--- config.mk ---
export PLATFORM = sky130hd
export DESIGN_NAME = adcrc_top
export DESIGN_NICKNAME = d
export VERILOG_FILES = /design/src/common/adcrc_pkg.sv /design/src/adcrc_trig_sync.sv /design/src/adcrc_top.sv
export SDC_FILE = /design/constraint.sdc
export NUM_CORES = 1
export LEC_CHECK = 0
export BUFFER_PORTS_ARGS = -buffer_cell sky130_fd_sc_hd__buf_2
export CORE_MARGIN = 5
export CORE_UTILIZATION = 35
export CTS_CLUSTER_SIZE = 10
export DETAILED_ROUTE_END_ITERATION = 8
export SLEW_MARGIN = 0
export SYNTH_ARGS = -nofsm -noshare
export SYNTH_HDL_FRONTEND = slang
export SYNTH_SLANG_ARGS = --single-unit
--- constraint.sdc ---
create_clock -name ref_clk_i -period 7.8 [get_ports ref_clk_i]
set_input_delay 1.95 -clock ref_clk_i [delete_from_list [all_inputs] [get_ports ref_clk_i]]
set_output_delay 1.95 -clock ref_clk_i [all_outputs]
set_load 0.005 [all_outputs]
--- src/common/adcrc_pkg.sv ---
package adcrc_pkg;

  // Register bus geometry
  localparam int unsigned ADDR_W = 3;
  localparam int unsigned DATA_W = 8;

  // Register offsets
  localparam logic [2:0] OFF_CTRL_ONE = 3'h0;
  localparam logic [2:0] OFF_CTRL_TWO = 3'h1;
  localparam logic [2:0] OFF_RES_UP   = 3'h2;
  localparam logic [2:0] OFF_RES_LO   = 3'h3;
  localparam logic [2:0] OFF_CMP_UP   = 3'h4;
  localparam logic [2:0] OFF_CMP_LO   = 3'h5;
  localparam logic [2:0] OFF_CONFIG   = 3'h6;

  // control_status_one fields
  localparam int unsigned CS1_DONE_BIT = 7;
  localparam int unsigned CS1_CHAN_LSB = 0;
  localparam int unsigned CHAN_W       = 5;

  // control_status_two fields
  localparam int unsigned CS2_ACTIVE_BIT = 7;
  localparam int unsigned CS2_TRIG_BIT   = 6;
  localparam int unsigned CS2_CMPEN_BIT  = 5;
  localparam int unsigned CS2_GTE_BIT    = 4;

  // converter_config fields
  localparam int unsigned CFG_MODE_LSB = 2;
  localparam int unsigned MODE_W       = 2;

  // Channel select codes
  localparam logic [4:0] CHAN_LAST_INPUT = 5'h1b;
  localparam logic [4:0] CHAN_RESERVED   = 5'h1c;
  localparam logic [4:0] CHAN_HIGH_REF   = 5'h1d;
  localparam logic [4:0] CHAN_LOW_REF    = 5'h1e;
  localparam logic [4:0] CHAN_DISABLED   = 5'h1f;

  // Conversion mode codes
  localparam logic [1:0] MODE_8BIT  = 2'h0;
  localparam logic [1:0] MODE_10BIT = 2'h2;

  // Result geometry
  localparam int unsigned RES_W = 10;

  // Reset values
  localparam logic [7:0] RST_CONFIG = 8'h00;
  localparam logic [7:0] RST_BYTE   = 8'h00;

  typedef enum logic [1:0] {
    ADCRC_IDLE = 2'b00,
    ADCRC_CONV = 2'b01
  } adcrc_state_e_t;

endpackage

--- src/adcrc_trig_sync.sv ---
`timescale 1ns/1ps
module adcrc_trig_sync (
  // Clock and reset
  input  wire logic ref_clk_i,
  input  wire logic rst_n_i,
  // Trigger
  input  wire logic trig_i,
  output logic      pulse_o
);

  typedef struct packed {
    logic meta;
    logic sync;
    logic prev;
    logic pulse;
  } adcrc_sync_t;

  adcrc_sync_t s_q;
  adcrc_sync_t s_d;

  // Only the second stage and its delayed copy feed the edge detector; the first may be metastable
  always_comb begin
    s_d       = s_q;
    s_d.meta  = trig_i;
    s_d.sync  = s_q.meta;
    s_d.prev  = s_q.sync;
    s_d.pulse = s_q.sync && !s_q.prev;
  end

  always_ff @(posedge ref_clk_i or negedge rst_n_i) begin
    if (!rst_n_i) begin
      s_q <= '0;
    end else begin
      s_q <= s_d;
    end
  end

  assign pulse_o = s_q.pulse;

  a_trig_one_pulse: assert property (@(posedge ref_clk_i) disable iff (!rst_n_i)
    pulse_o |=> !pulse_o)
    else $error("trigger pulse longer than one cycle");

endmodule

--- src/adcrc_top.sv ---
// Our own choices: the address map and the plain strobed port.
`timescale 1ns/1ps
module adcrc_top
  import adcrc_pkg::*;
(
  // Clock and reset
  input  wire logic                ref_clk_i,
  input  wire logic                rst_n_i,
  // Register port
  input  wire logic [ADDR_W-1:0]   addr_i,
  input  wire logic [DATA_W-1:0]   wr_data_i,
  input  wire logic                wr_en_i,
  input  wire logic                rd_en_i,
  output logic      [DATA_W-1:0]   rd_data_o,
  // Hardware trigger
  input  wire logic                hardware_trigger_in_i,
  // Analog core
  input  wire logic                core_done_i,
  input  wire logic [RES_W-1:0]    core_result_i,
  output logic                     core_start_o,
  output logic                     core_abort_o,
  output logic      [CHAN_W-1:0]   core_channel_o,
  output logic      [MODE_W-1:0]   core_mode_o,
  output logic                     conversion_active_o
);

  typedef struct packed {
    adcrc_state_e_t  st;
    logic [4:0]      channel_select;
    logic            conversion_done_flag;
    logic            trigger_select;
    logic            compare_enable;
    logic            compare_gte;
    logic [1:0]      result_upper;
    logic [7:0]      result_lower;
    logic [1:0]      compare_bits_upper;
    logic [7:0]      compare_bits_lower;
    logic [7:0]      converter_config;
    logic            lock;
    logic [7:0]      rdata;
    logic            start;
    logic            abort;
  } adcrc_state_t;

  adcrc_state_t s_q;
  adcrc_state_t s_d;

  logic             trig_pulse;
  logic             wr_cs1;
  logic             rd_upper;
  logic             rd_lower;
  logic             mode10;
  logic             done_ok;
  logic [RES_W-1:0] res_cmp;
  logic [RES_W-1:0] cv_cmp;
  logic             cond;
  logic             store_ok;
  logic [4:0]       chan_next;
  logic             sw_start;
  logic             hw_start;

  adcrc_trig_sync u_trig_sync (
    .ref_clk_i (ref_clk_i),
    .rst_n_i   (rst_n_i),
    .trig_i    (hardware_trigger_in_i),
    .pulse_o   (trig_pulse)
  );

  always_comb begin
    wr_cs1    = wr_en_i && (addr_i == OFF_CTRL_ONE);
    rd_upper  = rd_en_i && (addr_i == OFF_RES_UP);
    rd_lower  = rd_en_i && (addr_i == OFF_RES_LO);
    mode10    = s_q.converter_config[CFG_MODE_LSB +: MODE_W] == MODE_10BIT;
    // Stray done strobes outside a conversion are ignored
    done_ok   = core_done_i && (s_q.st == ADCRC_CONV);
    // 8-bit mode drops the upper compare bits from both sides
    res_cmp   = mode10 ? core_result_i : {2'b00, core_result_i[7:0]};
    cv_cmp    = mode10 ? {s_q.compare_bits_upper, s_q.compare_bits_lower}
                       : {2'b00, s_q.compare_bits_lower};
    cond      = s_q.compare_gte ? (res_cmp >= cv_cmp) : (res_cmp < cv_cmp);
    store_ok  = done_ok && (!s_q.compare_enable || cond);
    chan_next = wr_cs1 ? wr_data_i[CS1_CHAN_LSB +: CHAN_W] : s_q.channel_select;
    // Any code but the disable code runs the core, reserved ones included
    sw_start  = wr_cs1 && !s_q.trigger_select && (chan_next != CHAN_DISABLED);
    hw_start  = trig_pulse && s_q.trigger_select && (chan_next != CHAN_DISABLED)
                && ((s_q.st == ADCRC_IDLE) || done_ok || wr_cs1);
  end

  always_comb begin
    s_d       = s_q;
    s_d.start = 1'b0;
    s_d.abort = 1'b0;
    s_d.rdata = RST_BYTE;

    // Completion and result transfer
    if (done_ok) begin
      s_d.st = ADCRC_IDLE;
    end
    if (store_ok) begin
      s_d.conversion_done_flag = 1'b1;
      // A result finished while locked is dropped, not queued
      if (!s_q.lock) begin
        s_d.result_upper = mode10 ? core_result_i[9:8] : 2'b00;
        s_d.result_lower = core_result_i[7:0];
      end
    end

    // Clears lose to a set in the same cycle
    if ((wr_cs1 || rd_lower) && !store_ok) begin
      s_d.conversion_done_flag = 1'b0;
    end

    // Interlock exists only in 10-bit mode
    if (rd_upper && mode10) begin
      s_d.lock = 1'b1;
    end
    if (rd_lower) begin
      s_d.lock = 1'b0;
    end

    // Register writes
    if (wr_en_i) begin
      unique case (addr_i)
        OFF_CTRL_ONE: s_d.channel_select = wr_data_i[CS1_CHAN_LSB +: CHAN_W];
        OFF_CTRL_TWO: begin
          s_d.trigger_select = wr_data_i[CS2_TRIG_BIT];
          s_d.compare_enable = wr_data_i[CS2_CMPEN_BIT];
          s_d.compare_gte    = wr_data_i[CS2_GTE_BIT];
        end
        OFF_CMP_UP:   s_d.compare_bits_upper = wr_data_i[1:0];
        OFF_CMP_LO:   s_d.compare_bits_lower = wr_data_i;
        OFF_CONFIG: begin
          s_d.converter_config = wr_data_i;
          // Old results are stale; drop a pending lock so new ones can land
          if (wr_data_i[CFG_MODE_LSB +: MODE_W] != s_q.converter_config[CFG_MODE_LSB +: MODE_W]) begin
            s_d.lock = 1'b0;
          end
        end
        default: ;
      endcase
    end

    // Abort on any control one write while a conversion runs, unless it completes in the same cycle
    if (wr_cs1 && (s_q.st == ADCRC_CONV) && !done_ok) begin
      s_d.abort = 1'b1;
      s_d.st    = ADCRC_IDLE;
    end
    if (sw_start || hw_start) begin
      s_d.start = 1'b1;
      s_d.st    = ADCRC_CONV;
    end

    // Read data, valid in the cycle after the strobe
    if (rd_en_i) begin
      unique case (addr_i)
        OFF_CTRL_ONE: s_d.rdata = {s_q.conversion_done_flag, 2'b00, s_q.channel_select};
        OFF_CTRL_TWO: s_d.rdata = {s_q.st == ADCRC_CONV, s_q.trigger_select,
                                   s_q.compare_enable, s_q.compare_gte, 4'h0};
        OFF_RES_UP:   s_d.rdata = {6'h00, mode10 ? s_q.result_upper : 2'b00};
        OFF_RES_LO:   s_d.rdata = s_q.result_lower;
        OFF_CMP_UP:   s_d.rdata = {6'h00, s_q.compare_bits_upper};
        OFF_CMP_LO:   s_d.rdata = s_q.compare_bits_lower;
        OFF_CONFIG:   s_d.rdata = s_q.converter_config;
        default:      s_d.rdata = RST_BYTE;
      endcase
    end
  end

  always_ff @(posedge ref_clk_i or negedge rst_n_i) begin
    if (!rst_n_i) begin
      s_q                    <= '0;
      s_q.st                 <= ADCRC_IDLE;
      s_q.channel_select     <= CHAN_DISABLED;
      s_q.conversion_done_flag <= 1'b0;
      s_q.converter_config   <= RST_CONFIG;
    end else begin
      s_q <= s_d;
    end
  end

  assign rd_data_o           = s_q.rdata;
  assign core_start_o        = s_q.start;
  assign core_abort_o        = s_q.abort;
  assign core_channel_o      = s_q.channel_select;
  assign core_mode_o         = s_q.converter_config[CFG_MODE_LSB +: MODE_W];
  assign conversion_active_o = s_q.st == ADCRC_CONV;

  a_abort_on_write: assert property (@(posedge ref_clk_i) disable iff (!rst_n_i)
    (wr_cs1 && conversion_active_o && !core_done_i) |=> core_abort_o)
    else $error("control write did not abort conversion");

  a_sw_start_write: assert property (@(posedge ref_clk_i) disable iff (!rst_n_i)
    (wr_cs1 && !s_q.trigger_select && wr_data_i[4:0] != CHAN_DISABLED)
      |=> (core_start_o && conversion_active_o))
    else $error("software write did not start conversion");

  a_no_start_disabled: assert property (@(posedge ref_clk_i) disable iff (!rst_n_i)
    core_start_o |-> (core_channel_o != CHAN_DISABLED))
    else $error("conversion started on disabled channel");

  a_done_no_compare: assert property (@(posedge ref_clk_i) disable iff (!rst_n_i)
    (core_done_i && conversion_active_o && !s_q.compare_enable)
      |=> s_q.conversion_done_flag)
    else $error("done flag not set after conversion");

  a_done_cmp_false: assert property (@(posedge ref_clk_i) disable iff (!rst_n_i)
    (core_done_i && conversion_active_o && s_q.compare_enable && !cond
      && !s_q.conversion_done_flag)
      |=> !s_q.conversion_done_flag)
    else $error("done flag set with compare false");

  a_done_clear_read: assert property (@(posedge ref_clk_i) disable iff (!rst_n_i)
    (rd_lower && !store_ok) |=> !s_q.conversion_done_flag)
    else $error("done flag not cleared by lower read");

  a_active_ends: assert property (@(posedge ref_clk_i) disable iff (!rst_n_i)
    (core_done_i && conversion_active_o && !sw_start && !hw_start)
      |=> !conversion_active_o)
    else $error("active bit stayed high after completion");

  a_result_cmp_hold: assert property (@(posedge ref_clk_i) disable iff (!rst_n_i)
    (core_done_i && conversion_active_o && s_q.compare_enable && !cond)
      |=> ($stable(s_q.result_lower) && $stable(s_q.result_upper)))
    else $error("result updated with compare false");

  a_lock_holds: assert property (@(posedge ref_clk_i) disable iff (!rst_n_i)
    s_q.lock |=> $stable(s_q.result_lower))
    else $error("result changed while locked");

  a_upper_zero_8bit: assert property (@(posedge ref_clk_i) disable iff (!rst_n_i)
    (rd_upper && !mode10) |=> (rd_data_o == 8'h00))
    else $error("upper result not zero in 8-bit mode");

endmodule

==> out/metrics.cfg <==
[yosys]
synth_top_family_by_area=multiplexers
synth_area_leaders=dfrtp_1, mux2_2, dfstp_2
synth.lib_cells_used.distinct=38
synth_top_area_share_pct=44.3
syn_area_um2=2710
synth_xor_xnor_area_share_pct=0.647
synth_flop_cell=dfrtp_1
yosysWarnings=0
ys_seq_elements=53
syn-num-nets=268
synth_compound_area_share_pct=10.3
synthAdderAreaFrac_pct=4.62
synth_edf_count=0
synth-simple-area-share_pct=10.2
syn_inst=231
synth_async_sr_flop_share_pct=100
muxShareOfSynthArea_pct=18.6
avgSynthCellArea_um2=11.7
yosysSeqAreaShare_pct=49.2
yosys.area.top_type=dfrtp_1

[global_route]
grt_first_pass_wirelength_um=9790
grt_pass1_vias=1777
grt_max_degree=54
track_usage_pct=12.9
grt_antenna_before_repair=0
gr-total-overflow=0

[sta]
tightest_slew_ps=673
finalMaxSlewViolations=0
hold_slack_ps=373
tns_ps=0
setup_viol=0
finalClockSkew_ps=9.55
max_freq_mhz=265
final-hold-violation-count=0
min_period_ps=3780
fin_crit_sh_pct=48.5
worst_slack_ps=4020
grt_setup_unrepaired=no
maxSlewHeadroom_pct=55.1

[worst_setup_path]
critical_path.cell_chain=buf_2 > and2_1 > ha_1 > nand4_1 > a211oi_1 > a2111o_1 > mux2i_4 > mux2_2
path_max_fanout=10
required_ps=8000
cpPeakStageDelay_ps=460
path_class=input port to register
setup.worst_path.end_class=register
cp-start-kind=input port
critPathSlowestCell=a2111o_1
arrival_ps=3980

[routing]
met3_length_um=286
ant_nets=0
m1WireLength_um=3000
vias=1821
drt_iter0_markers=136
routed-wl-met2_um=2650
drt-total-wl_um=5990
viasPerCell=5.00
wl_per_cell_um=16.4
top_layer=met4
first_pass_iters=4
drc_errors=0

[clock_tree]
clk_path_buf_depth=2
cts.clk_slew.worst_paths_ps=100
numCtsBuffers=5
clock-root-buffer=clkbuf_8
cts_hold_buf=0
clk-insertion-delay-late_ps=310
cts_resized=0
cts_tree=yes
post_cts.repair.setup_buffers=0
htreeDepth=2
cts.sinks=53

[run_status]
status=complete, no violations

[power]
p_per_area_nw_per_um2=250
swShare_pct=30.8
p_total_uw=757
peakVddDrop_mv=0.110
power_frac_clock_pct=22.1
internal_power_uw=524
power_leakage_uw=0.00137
power_frac_seq_pct=52.5
p_comb_share_pct=25.4
p_sw_uw=233

[floorplan]
rows=32
chipWidth_um=98.0
dieHeight_um=98.0
core_area_um2=7650
dieArea_um2=9600
ios=45
initial_utilization_pct=35.4

[placement]
place_ws_ps=3680
place_area_um2=2930
hpwl_um=4580
numPortBuffers=44
gp_congestion=0.804

[finish]
drive_above_1_share_pct=38.2
area_growth_pct=11.6
finalNetCount=298
diodes=0
mostFrequentLayoutCell=dfrtp_1
final_cell_mix=dfrtp_1, buf_2, mux2_2, nor2_1
fin_area_um2=3020

[flow_run]
cap_violations=0

[min_path]
hold_path_class=register to register

stage by stage:
stage	std cells	utilization [%]
3_5_place_dp	356	38.3
5_1_grt	364	39.5
6_report	364	39.5
4_1_cts	364	39.5
2_1_floorplan	231	-
3_3_place_gp	356	38.3
logic make-up after synthesis:
| kind of cell | count (synthesis) |
|---|---|
| flip-flops | 53 |
| AND/OR/NAND/NOR | 51 |
| multiplexers | 44 |
| AO/OA/AOI/OAI | 39 |
| buffers and inverters | 32 |
| adder cells (fa/ha/maj) | 10 |
| XOR/XNOR | 2 |
critical path: cells and delay by family:
family / cells / cell delay, ps
mux: 2 / 800
compound gates: 2 / 520
fa+ha+maj: 1 / 310
simple gates: 2 / 300
buf+inv: 1 / 90
final cells by class:
class | count | area, um^2
repair buffers | 45 | 228
fillers | 767 | 4620
flip-flops and latches | 53 | 1330
inverters | 10 | 37.5
well taps | 102 | 128
clock inverters | 2 | 16.3
multi-input cells | 146 | 1200
clock buffers | 6 | 82.6
synthesized netlist by cell type (2+ instances only):
library cell  number
xnor2_1            2
dfrtp_1           48
a22oi_1            6
nor2_1            12
a221oi_1           5
dfstp_2            5
nand4_1            2
mux2i_1            3
nor3_1             3
buf_4             15
nand3_1            4
and2_1             3
a211oi_1           6
nor2b_1            8
ha_1              10
o21ai_0            3
nand2_1           10
inv_1             10
o22ai_1            2
a21oi_1            9
mux2_2            40
clkbuf_1           6
nand2b_1           4
state kept, by name (all words and copies together), names as in the netlist:
name                 count
core_abort_o             1
core_channel_o           5
core_mode_o              2
core_start_o             1
rd_data_o                8
s_q                     32
u_trig_sync.pulse_o      1
u_trig_sync.s_d          2
u_trig_sync.s_q          1
power groups by stage:
stage               Combinational [uW]  Sequential (uW)  Clock (uW)
CTS                                195              396         172
global placement                   190              401           0
finish                             192              397         167
detailed placement                 194              400           0
global route                       216              406         184
floorplan                          156              379           0
per-layer routing:
metal / GRT usage (%) / vias to the layer above
li1: - / 880
met5: 0 / -
met1: 20.1 / 889
met3: 2.93 / 5
met2: 17.6 / 47
met4: 3.51 / 0
final timing paths:
path / start / to / slack [ps] / depth (start not counted)
max: core_result_i[8] / s_q[31] / 4020 / 8
min: u_trig_sync.s_d[2] / u_trig_sync.s_d[1] / 370 / 0
max reg2reg: core_mode_o[1] / s_q[31] / 4920 / 8
min reg2reg: u_trig_sync.s_d[2] / u_trig_sync.s_d[1] / 370 / 0
max in group asynchronous: rst_n_i / rd_data_o[2] / 5600 / 2
min in group asynchronous: rst_n_i / core_abort_o / 1750 / 2
Note: power is estimated with default switching activity, not from simulation.
